**src/terf_pkg.sv**
```systemverilog
//==========================================================
//==========================================================
package terf_pkg;

  //==========================================================
  // Register offsets (byte addresses, one word each)
  //==========================================================
  localparam logic [7:0] ADDR_VIEW_CTL    = 8'h00; // Instruction trace view control
  localparam logic [7:0] ADDR_ID_SIX      = 8'h04; // Feature identification six
  localparam logic [7:0] ADDR_STATUS      = 8'h08; // Last decision status
  localparam logic [7:0] ADDR_CNT_TRACED  = 8'h0C; // Traced instruction count
  localparam logic [7:0] ADDR_CNT_SUPPR   = 8'h10; // Suppressed instruction count

  //==========================================================
  // View control field positions
  //==========================================================
  localparam int unsigned BIT_EL3_SUPPRESS = 19; // el3_trace_suppress
  localparam int unsigned BIT_NS_EL0       = 20; // nonsecure_el0_trace_filter
  localparam int unsigned BIT_NS_EL1       = 21; // nonsecure_el1_trace_filter
  localparam int unsigned BIT_NS_EL2       = 22; // nonsecure_el2_trace_filter
  localparam int unsigned BIT_RL_EL0       = 24; // realm_el0_trace_filter
  localparam int unsigned BIT_RL_EL1       = 25; // realm_el1_trace_filter
  localparam int unsigned BIT_RL_EL2       = 26; // realm_el2_trace_filter

  // Only the filter bits above are storable; the rest read as zero
  localparam logic [31:0] VIEW_CTL_WMASK = 32'h0778_0000;
  // Any reset value is allowed; zero keeps the filter state defined
  localparam logic [31:0] VIEW_CTL_RESET = 32'h0000_0000;

  //==========================================================
  // Identification six: Realm EL0, EL1, EL2 implemented
  //==========================================================
  localparam int unsigned ID_RL_EL0_BIT = 0;
  localparam int unsigned ID_RL_EL1_BIT = 1;
  localparam int unsigned ID_RL_EL2_BIT = 2;
  localparam logic [31:0] ID_SIX_VALUE  = 32'h0000_0007;

  //==========================================================
  // Status field positions and counter reset
  //==========================================================
  localparam int unsigned STS_TRACED_BIT = 0; // Last retired was traced
  localparam int unsigned STS_SEEN_BIT   = 1; // Any instruction retired
  localparam int unsigned STS_EL_LSB     = 2; // Last exception level
  localparam int unsigned STS_SEC_LSB    = 4; // Last security state
  localparam logic [31:0] CNT_RESET      = 32'h0000_0000;

  //==========================================================
  // Exception level and security state encodings
  //==========================================================
  typedef enum logic [1:0] {
    TERF_EL0,
    TERF_EL1,
    TERF_EL2,
    TERF_EL3
  } terf_el_t;

  // Encoded as {NSE, NS}
  typedef enum logic [1:0] {
    TERF_SECURE,
    TERF_NONSECURE,
    TERF_ROOT,
    TERF_REALM
  } terf_sec_t;

endpackage

```
**src/terf_ctl_if.sv**
```systemverilog
`timescale 1ns/100ps
//==========================================================
// Carries control and retire state to the decision logic
//==========================================================
interface terf_ctl_if;
  logic [31:0]        view_ctl;     // Stored view control word
  logic               retire_valid; // Instruction retires this cycle
  terf_pkg::terf_el_t el;           // Level it executed at
  terf_pkg::terf_sec_t sec;         // Security state it executed in
  logic               gen;          // Trace is generated for it

  modport top (
    output view_ctl,
    output retire_valid,
    output el,
    output sec,
    input  gen
  );

  modport dec (
    input  view_ctl,
    input  retire_valid,
    input  el,
    input  sec,
    output gen
  );
endinterface

```
**src/terf_decide.sv**
```systemverilog
`timescale 1ns/100ps
//==========================================================
// Per-instruction trace decision, purely combinational
//==========================================================
module terf_decide (
  terf_ctl_if.dec ctl
);

  logic rl_el0_match; // Realm EL0 bit equals Non-secure EL0 bit
  logic rl_el1_match; // Realm EL1 bit equals Non-secure EL1 bit
  logic rl_el2_match; // Realm EL2 bit equals Non-secure EL2 bit

  assign rl_el0_match = ctl.view_ctl[terf_pkg::BIT_RL_EL0] == ctl.view_ctl[terf_pkg::BIT_NS_EL0];
  assign rl_el1_match = ctl.view_ctl[terf_pkg::BIT_RL_EL1] == ctl.view_ctl[terf_pkg::BIT_NS_EL1];
  assign rl_el2_match = ctl.view_ctl[terf_pkg::BIT_RL_EL2] == ctl.view_ctl[terf_pkg::BIT_NS_EL2];

  //==========================================================
  // Select the control that matches the state in effect
  //==========================================================
  always_comb begin
    ctl.gen = 1'b0;
    if (ctl.retire_valid) begin
      if (ctl.el == terf_pkg::TERF_EL3) begin
        // EL3 has one bit whatever the security state
        ctl.gen = ~ctl.view_ctl[terf_pkg::BIT_EL3_SUPPRESS];
      end else begin
        unique case (ctl.sec)
          terf_pkg::TERF_REALM: begin
            // Realm levels trace only when paired bits agree
            unique case (ctl.el)
              terf_pkg::TERF_EL0: ctl.gen = rl_el0_match;
              terf_pkg::TERF_EL1: ctl.gen = rl_el1_match;
              default:            ctl.gen = rl_el2_match;
            endcase
          end
          terf_pkg::TERF_NONSECURE: begin
            // Non-secure bits set mean no trace at that level
            unique case (ctl.el)
              terf_pkg::TERF_EL0: ctl.gen = ~ctl.view_ctl[terf_pkg::BIT_NS_EL0];
              terf_pkg::TERF_EL1: ctl.gen = ~ctl.view_ctl[terf_pkg::BIT_NS_EL1];
              default:            ctl.gen = ~ctl.view_ctl[terf_pkg::BIT_NS_EL2];
            endcase
          end
          // Secure below EL3 and stray Root codes are not filtered here
          default: ctl.gen = 1'b1;
        endcase
      end
    end
  end

endmodule

```
**src/terf_filter.sv**
```systemverilog
`timescale 1ns/100ps
//==========================================================
// Trace exception-level and Realm filter, top level
//==========================================================
module terf_filter (
  input  wire logic        clk_i,          // 250 MHz trace clock
  input  wire logic        rst_i,          // Trace unit reset, async high
  // Register port
  input  wire logic [7:0]  addr_i,         // Byte address
  input  wire logic [31:0] wr_data_i,      // Write data
  input  wire logic        wr_en_i,        // Write strobe
  input  wire logic        rd_en_i,        // Read strobe
  output logic      [31:0] rd_data_o,      // Read data, one cycle later
  // Core retire report
  input  wire logic        retire_valid_i, // Instruction retires
  input  wire logic [1:0]  retire_el_i,    // Exception level at execution
  input  wire logic [1:0]  retire_sec_i,   // {NSE, NS} at execution
  input  wire logic [31:0] retire_pc_i,    // Instruction address
  // Filtered trace out
  output logic             trace_valid_o,  // Traced instruction pulse
  output logic      [1:0]  trace_el_o,     // Its exception level
  output logic      [1:0]  trace_sec_o,    // Its security state
  output logic      [31:0] trace_pc_o,     // Its address
  output logic             suppress_o      // Filtered-out pulse
);

  //==========================================================
  // Declarations
  //==========================================================
  terf_ctl_if ctl_if ();                  // Link to decision logic

  logic [31:0] view_ctl_q;                // Stored view control
  logic [31:0] view_ctl_d;
  logic [31:0] rd_data_q;                 // Registered read data
  logic [31:0] rd_data_d;
  logic [31:0] cnt_traced_q;              // Traced count
  logic [31:0] cnt_traced_d;
  logic [31:0] cnt_suppr_q;               // Suppressed count
  logic [31:0] cnt_suppr_d;
  logic [31:0] status_q;                  // Last decision status
  logic [31:0] status_d;
  logic        trace_valid_q;             // Output stage
  logic        trace_valid_d;
  logic [1:0]  trace_el_q;
  logic [1:0]  trace_el_d;
  logic [1:0]  trace_sec_q;
  logic [1:0]  trace_sec_d;
  logic [31:0] trace_pc_q;
  logic [31:0] trace_pc_d;
  logic        suppress_q;
  logic        suppress_d;

  logic        wr_view_ctl;               // Write hits view control
  logic        wr_cnt_traced;             // Write clears traced count
  logic        wr_cnt_suppr;              // Write clears suppressed count
  logic        gen;                       // Decision for this retire
  logic        drop;                      // Retire filtered out

  //==========================================================
  // Decision logic hookup
  //==========================================================
  // The decision sees the state the instruction ran in, not
  // any later state, so no extra staging sits in front of it
  assign ctl_if.view_ctl     = view_ctl_q;
  assign ctl_if.retire_valid = retire_valid_i;
  assign ctl_if.el           = terf_pkg::terf_el_t'(retire_el_i);
  assign ctl_if.sec          = terf_pkg::terf_sec_t'(retire_sec_i);
  assign gen                 = ctl_if.gen;
  assign drop                = retire_valid_i & ~gen;

  terf_decide u_decide (
    .ctl (ctl_if.dec)
  );

  //==========================================================
  // Write decode
  //==========================================================
  assign wr_view_ctl   = wr_en_i & (addr_i == terf_pkg::ADDR_VIEW_CTL);
  assign wr_cnt_traced = wr_en_i & (addr_i == terf_pkg::ADDR_CNT_TRACED);
  assign wr_cnt_suppr  = wr_en_i & (addr_i == terf_pkg::ADDR_CNT_SUPPR);

  //==========================================================
  // View control register
  //==========================================================
  // Only filter bits are kept; other bits are dropped on write
  always_comb begin
    view_ctl_d = view_ctl_q;
    if (wr_view_ctl) begin
      view_ctl_d = wr_data_i & terf_pkg::VIEW_CTL_WMASK;
    end
  end

  // Reset value is a free choice; software must still program it
  always_ff @(posedge clk_i or posedge rst_i) begin
    if (rst_i) begin
      view_ctl_q <= terf_pkg::VIEW_CTL_RESET;
    end else begin
      view_ctl_q <= view_ctl_d;
    end
  end

  //==========================================================
  // Instruction counters
  //==========================================================
  // A write clears a counter, but a retire in the same cycle
  // still counts, so the count restarts at one, not zero
  always_comb begin
    cnt_traced_d = cnt_traced_q;
    cnt_suppr_d  = cnt_suppr_q;
    if (wr_cnt_traced) begin
      cnt_traced_d = terf_pkg::CNT_RESET;
    end
    if (wr_cnt_suppr) begin
      cnt_suppr_d = terf_pkg::CNT_RESET;
    end
    if (gen) begin
      cnt_traced_d = cnt_traced_d + 32'h0000_0001;
    end
    if (drop) begin
      cnt_suppr_d = cnt_suppr_d + 32'h0000_0001;
    end
  end

  // Counters wrap silently at full scale
  always_ff @(posedge clk_i or posedge rst_i) begin
    if (rst_i) begin
      cnt_traced_q <= terf_pkg::CNT_RESET;
      cnt_suppr_q  <= terf_pkg::CNT_RESET;
    end else begin
      cnt_traced_q <= cnt_traced_d;
      cnt_suppr_q  <= cnt_suppr_d;
    end
  end

  //==========================================================
  // Last decision status
  //==========================================================
  // Holds the most recent retire until the next one arrives
  always_comb begin
    status_d = status_q;
    if (retire_valid_i) begin
      status_d                                    = 32'h0000_0000;
      status_d[terf_pkg::STS_TRACED_BIT]          = gen;
      status_d[terf_pkg::STS_SEEN_BIT]            = 1'b1;
      status_d[terf_pkg::STS_EL_LSB +: 2]         = retire_el_i;
      status_d[terf_pkg::STS_SEC_LSB +: 2]        = retire_sec_i;
    end
  end

  always_ff @(posedge clk_i or posedge rst_i) begin
    if (rst_i) begin
      status_q <= 32'h0000_0000;
    end else begin
      status_q <= status_d;
    end
  end

  //==========================================================
  // Filtered trace output stage
  //==========================================================
  // One stage of latency keeps every output on a flip-flop;
  // the address and state travel with the valid pulse
  always_comb begin
    trace_valid_d = gen;
    suppress_d    = drop;
    trace_el_d    = trace_el_q;
    trace_sec_d   = trace_sec_q;
    trace_pc_d    = trace_pc_q;
    if (gen) begin
      // Fields only move on a traced instruction
      trace_el_d  = retire_el_i;
      trace_sec_d = retire_sec_i;
      trace_pc_d  = retire_pc_i;
    end
  end

  always_ff @(posedge clk_i or posedge rst_i) begin
    if (rst_i) begin
      trace_valid_q <= 1'b0;
      suppress_q    <= 1'b0;
      trace_el_q    <= 2'h0;
      trace_sec_q   <= 2'h0;
      trace_pc_q    <= 32'h0000_0000;
    end else begin
      trace_valid_q <= trace_valid_d;
      suppress_q    <= suppress_d;
      trace_el_q    <= trace_el_d;
      trace_sec_q   <= trace_sec_d;
      trace_pc_q    <= trace_pc_d;
    end
  end

  //==========================================================
  // Read mux
  //==========================================================
  // Data stand for exactly one cycle after the strobe, then
  // drop to zero so a stale word is never mistaken for new
  always_comb begin
    rd_data_d = 32'h0000_0000;
    if (rd_en_i) begin
      unique case (addr_i)
        terf_pkg::ADDR_VIEW_CTL:   rd_data_d = view_ctl_q;
        terf_pkg::ADDR_ID_SIX:     rd_data_d = terf_pkg::ID_SIX_VALUE;
        terf_pkg::ADDR_STATUS:     rd_data_d = status_q;
        terf_pkg::ADDR_CNT_TRACED: rd_data_d = cnt_traced_q;
        terf_pkg::ADDR_CNT_SUPPR:  rd_data_d = cnt_suppr_q;
        // Unmapped addresses read as zero
        default:                   rd_data_d = 32'h0000_0000;
      endcase
    end
  end

  always_ff @(posedge clk_i or posedge rst_i) begin
    if (rst_i) begin
      rd_data_q <= 32'h0000_0000;
    end else begin
      rd_data_q <= rd_data_d;
    end
  end

  //==========================================================
  // Outputs
  //==========================================================
  assign rd_data_o     = rd_data_q;
  assign trace_valid_o = trace_valid_q;
  assign trace_el_o    = trace_el_q;
  assign trace_sec_o   = trace_sec_q;
  assign trace_pc_o    = trace_pc_q;
  assign suppress_o    = suppress_q;

endmodule

```
**config.mk**
```make
export PLATFORM = sky130hd
export DESIGN_NAME = terf_filter
export DESIGN_NICKNAME = d
export VERILOG_FILES = /design/src/terf_pkg.sv /design/src/terf_ctl_if.sv /design/src/terf_decide.sv /design/src/terf_filter.sv
export SDC_FILE = /design/constraint.sdc
export NUM_CORES = 1
export LEC_CHECK = 0
export BUFFER_PORTS_ARGS = -buffer_cell sky130_fd_sc_hd__buf_2
export CAP_MARGIN = 20
export CORE_MARGIN = 3
export CORE_UTILIZATION = 50
export DETAILED_ROUTE_END_ITERATION = 8
export PLACE_DENSITY = 0.74
export SLEW_MARGIN = 20
export SYNTH_ARGS = -nofsm -noshare
export SYNTH_HDL_FRONTEND = slang
export SYNTH_HIERARCHICAL = 1
export SYNTH_SLANG_ARGS = --single-unit
```
**constraint.sdc**
```tcl
create_clock -name clk_i -period 5.7 [get_ports clk_i]
set_input_delay 0.57 -clock clk_i [delete_from_list [all_inputs] [get_ports clk_i]]
set_output_delay 0.57 -clock clk_i [all_outputs]
set_load 0.03 [all_outputs]
```
## Word level (Yosys, flattened, before mapping)

Index checks and enable logic that the tools add are counted.
W data, S select, Z words.

| word-level totals | value |
|---|---|
| bits in latches | 0 |
| word-level logic and storage cells | 45 |
| register bits after elaboration | 147 |
| memories kept | 0 |
| bits in writable memories | 0 |
| bits in read-only memories | 0 |

| cells by class | value |
|---|---|
| div/mod/pow operators | 0 |
| eq/ne operators | 11 |
| $add $sub $neg | 2 |
| reduce and logical (&&, ||, !) cells | 2 |
| bitwise logic cells | 9 |
| shift operators | 0 |
| multiply operators | 0 |
| $lt $le $gt $ge | 0 |
| multiplexer cells | 11 |

Operators with widths:

| cell | count |
|---|---|
| $mux W32 | 5 |
| $pmux W32 S5 | 1 |
| $add A32 B1 Y32 const B | 2 |
| $eq A8 B4 Y1 const B | 2 |
| $eq A8 B3 Y1 const B | 1 |
| $eq A8 B5 Y1 const B | 1 |
| $logic_not A8 Y1 | 1 |
| $pmux W1 S2 | 3 |
| $not A1 Y1 | 5 |
| $and A1 B1 Y1 | 4 |
| $eq A2 B1 Y1 const B | 2 |
| $eq A2 B2 Y1 const B | 2 |
| $eq A1 B1 Y1 | 3 |
| $logic_not A2 Y1 | 1 |
| $mux W1 | 2 |

## Depth between registers and ports, before layout

| logic depth | value |
|---|---|
| word-level depth | 8 |
| depth in mapped cells | 10 |
| gate-level depth less buffers | 8 |

## Modules after synthesis

Netlist, hierarchy kept.

By module, submodules not included:

| module | area an instance (um2) | times used | seq. area each (um2) | cells an instance |
|---|---|---|---|---|
| terf_filter | 6816.5 | 1 | 3678.5 | 614 |
| terf_decide | 97.6 | 1 | 0.0 | 14 |

## Worst setup path before layout

OpenSTA, ideal clock, no wires.

| path | value |
|---|---|
| path kind | input-to-reg |
| start | in addr_i[7] |
| end | reg cnt_suppr_q[18] |
| setup time | 0.119 ns |
| path slack | 2.885 ns |
| path buffers | 1 |
| cell stages on the path | 9 |
| arrival time | 2.696 ns |
| cells stage by stage | nor4_1 nand4_1 and2_1 ha_1 and4b_1 nand2_1 clkbuf_1 nor4_1 o21a_1 |

| between the ends | value |
|---|---|
| word-level cells in the longest chain between the ends | 5 |

Ends and longest elaborated chain:

| element | line | RTL |
|---|---|---|
| start: declaration | terf_filter.sv:9 | `input wire logic [7:0] addr_i,` |
| $eq A8 B5 Y1 * | terf_filter.sv:80 | `assign wr_cnt_suppr = wr_en_i & (addr_i == terf_pkg::ADDR_CNT_SUPPR);` |
| $and A1 B1 Y1 * | terf_filter.sv:80 |  |
| $mux W32 * | terf_filter.sv:113 | `if (wr_cnt_suppr) begin` |
| $add A32 B1 Y32 | terf_filter.sv:120 | `cnt_suppr_d = cnt_suppr_d + 32'h0000_0001;` |
| $mux W32 * | terf_filter.sv:119 | `if (drop) begin` |
| via cnt_suppr_d[18] | terf_filter.sv:39 | `logic [31:0] cnt_suppr_d;` |
| end signal: assignment | terf_filter.sv:128 | `cnt_suppr_q <= terf_pkg::CNT_RESET;` |
| end signal: assignment | terf_filter.sv:131 | `cnt_suppr_q <= cnt_suppr_d;` |
| end: declaration | terf_filter.sv:38 | `logic [31:0] cnt_suppr_q;` |

The timed path passes the listed nets; every way through them passes the cells marked *.
A chain may end at the register's enable or synchronous reset.

## Final worst setup path

| path | value |
|---|---|
| start | in addr_i[7] |
| end | reg cnt_suppr_q[28] |

The elaborated chain is that of the path after synthesis.

==> reports/qor.csv <==
stage,metric,value,unit
outcome,status,completed,
die,# rows,42,
global_route,first-pass GRT wire length,26.6,mm
timing,hold slack,0.329,ns
routing,Initial DRC Count,443,
die,initial core utilization,51.6,%
critical_path,kind of end point of the critical path,flip-flop,
critical_path,Setup CP Type,in2reg,
layout,share of post-route cells with drive strength above 1,30.1,%
critical_path,"CP delay by family, top",simple AND/OR/NAND/NOR gates,
clocking,TritonCTS clock tree,done,
placement,final HPWL from detailed placement,11.5,mm
critical_path,Critical Path Max Stage Delay,0.83,ns
critical_path,CP Max Fanout,19,
clocking,root buffer cell,clkbuf_16,
clocking,CTS Buf Count,17,
clocking,Post-CTS Setup Inserts,0,
critical_path,crit path buf inv count,1,
synthesis,Avg Inst Size Synth,11.0,µm²
timing,Final Hold Vio Count,0,
layout,"Net count, final",823,
timing,fmax,273,MHz
routing,DRT antenna net count,0,
synthesis,syn_nets,710,
placement,Port-buffer cells,125,
synthesis,Synth Cell Area,6910,µm²
global_route,largest net degree at the start of global routing,99,
run,maxcap violations,0,
die,die width,124,µm
timing,Layout Skew,0.00827,ns
critical_path,Worst path slowest cell,nand4_1,
clocking,H-tree depth,4,
power_and_ir_drop,Power Density,328,nW/µm²
die,die height,124,µm
placement,GP Congestion,0.912,
power_and_ir_drop,static leakage,3.65,nW
routing,DRC errors left,0,
synthesis,Cells after Synth,627,
critical_path,critical path launch point type,primary input,
timing,RSZ-0062 raised after global routing,no,
min_path,Hold Crit Class,in2async,
global_route,vias in the first global route,5421,
critical_path,"Top cell by count, worst path",nor4_1,
clocking,CTS Sinks,147,
clocking,Hold Buf Count CTS,0,
global_route,initial antenna violation count,0,
clocking,Skew-Pair Late Insertion Delay,0.43,ns
critical_path,CP Data Required Time,6.00,ns
critical_path,critical path arrival,3.96,ns
timing,Worst-Margin Slew,0.946,ns
clocking,clock-pin slew of the registers on the worst-case setup and hold paths,0.06,ns
clocking,Max Buffers Root-to-Sink,2,
global_route,grt total ovfl,0,
synthesis,yosys warns,6,
routing,per-cell routed wire length,17.9,µm
clocking,# resized after CTS,0,
timing,fin crit share,64.3,%
layout,Fillers,1074,
die,die area,15300,µm²
timing,Final min period,3.66,ns
layout,flip-flop and latch area,3680,µm²
layout,Antenna diodes,0,
routing,via count,5513,
routing,drt pass-1 iters,5,
die,Core Area,13400,µm²
power_and_ir_drop,Max rail drop VDD,210,µV
critical_path,CP Cell Sequence,"buf_2, nor4_1, nand4_1, and2_1, ha_1, and4b_1, nand2_1, nor4_1, mux2i_1",
timing,Setup TNS Final,0,ns
timing,Setup-failing EPs final,0,
layout,Layout area overhead,19.4,%
routing,Via density,5.93,
timing,Slew Limit Fails,0,
global_route,Total GRT Usage,22.6,%
layout,multi-input logic area,3060,µm²
timing,Slew headroom,36.9,%
die,IO Pins,151,
routing,WL final,16.6,mm
-- registers in the layout, indices dropped and copies added (netlist names) --
| signal | count |
|---|---|
| trace_sec_o | 2 |
| rd_data_o | 32 |
| trace_el_o | 2 |
| trace_valid_o | 1 |
| trace_pc_o | 32 |
| ctl_if.view_ctl | 7 |
| cnt_traced_q | 32 |
| suppress_o | 1 |
| status_q | 6 |
| cnt_suppr_q | 32 |
-- final timing paths --
| kind | slack [ns] | to | depth (start not counted) | start |
|---|---|---|---|---|
| min in group clk_i | 0.37 | trace_pc_o[0] | 2 | retire_pc_i[0] |
| worst max-delay path | 2.04 | cnt_suppr_q[28] | 9 | addr_i[7] |
| worst min-delay path | 0.33 | trace_pc_o[21] | 2 | rst_i |
| worst max register to register | 2.41 | cnt_traced_q[22] | 8 | ctl_if.view_ctl[21] |
| worst min register to register | 0.50 | status_q[1] | 1 | status_q[1] |
| max in group asynchronous | 4.23 | cnt_suppr_q[0] | 3 | rst_i |
-- worst register-to-register path, delay by kind of cell, from the launching register on --
| family | cells | cell delay (ns) |
|---|---|---|
| simple gates | 3 | 1.35 |
| compound gates | 3 | 0.64 |
| buf+inv | 1 | 0.50 |
| flops | 1 | 0.42 |
| mux | 1 | 0.32 |
-- per-stage QoR --
step                area (µm²)  setup slack, ns  total power [mW]  utilization, %  std cells
floorplan                 6910             1.18              1.45               -        627
global placement          7640             1.92              1.55            57.0        897
detailed placement        7640             1.71              1.57            57.0        897
CTS                       8250             2.09              2.73            61.6        929
global route              8250             1.81              2.81            61.6        929
finish                    8250             2.04              2.71            61.6        929
-- layer usage --
metal	vias to the layer above	track usage, %	wire (µm)
li1	2560	-	-
met1	2695	30.1	7200
met2	237	34.8	7670
met3	21	7.59	1520
met4	0	7.61	248
met5	-	0	0
-- cells in the final DEF, fill, tap and decap left out, drive strengths merged, types with 10 or more instances in the layout --
cell / n
xnor2: 10
mux2i: 10
nand4: 24
inv: 10
or4: 24
nand3: 25
nand2b: 10
dfrtp: 147
buf: 128
mux2: 58
clkbuf: 20
xor2: 16
o31ai: 20
and3: 10
nand2: 36
nor4: 18
nor2: 57
a22oi: 30
a21oi: 28
-- final cells by class --
class                      instances  area share [%]
tap                              176            2.67
inverter                           8           0.425
clock buffer                      20            5.54
multi-input combinational        438            37.1
clock inverter                    12            1.87
timing repair buffer             128            7.86
sequential                       147            44.6
-- power breakdown --
group | switching (mW) | total [mW] | internal, mW
logic | 0.206 | 0.340 | 0.135
clock network | 0.443 | 1.15 | 0.712
registers | 0.0848 | 1.21 | 1.13
total | 0.733 | 2.71 | 1.97
No activity file was read; power rests on OpenSTA's default activity.
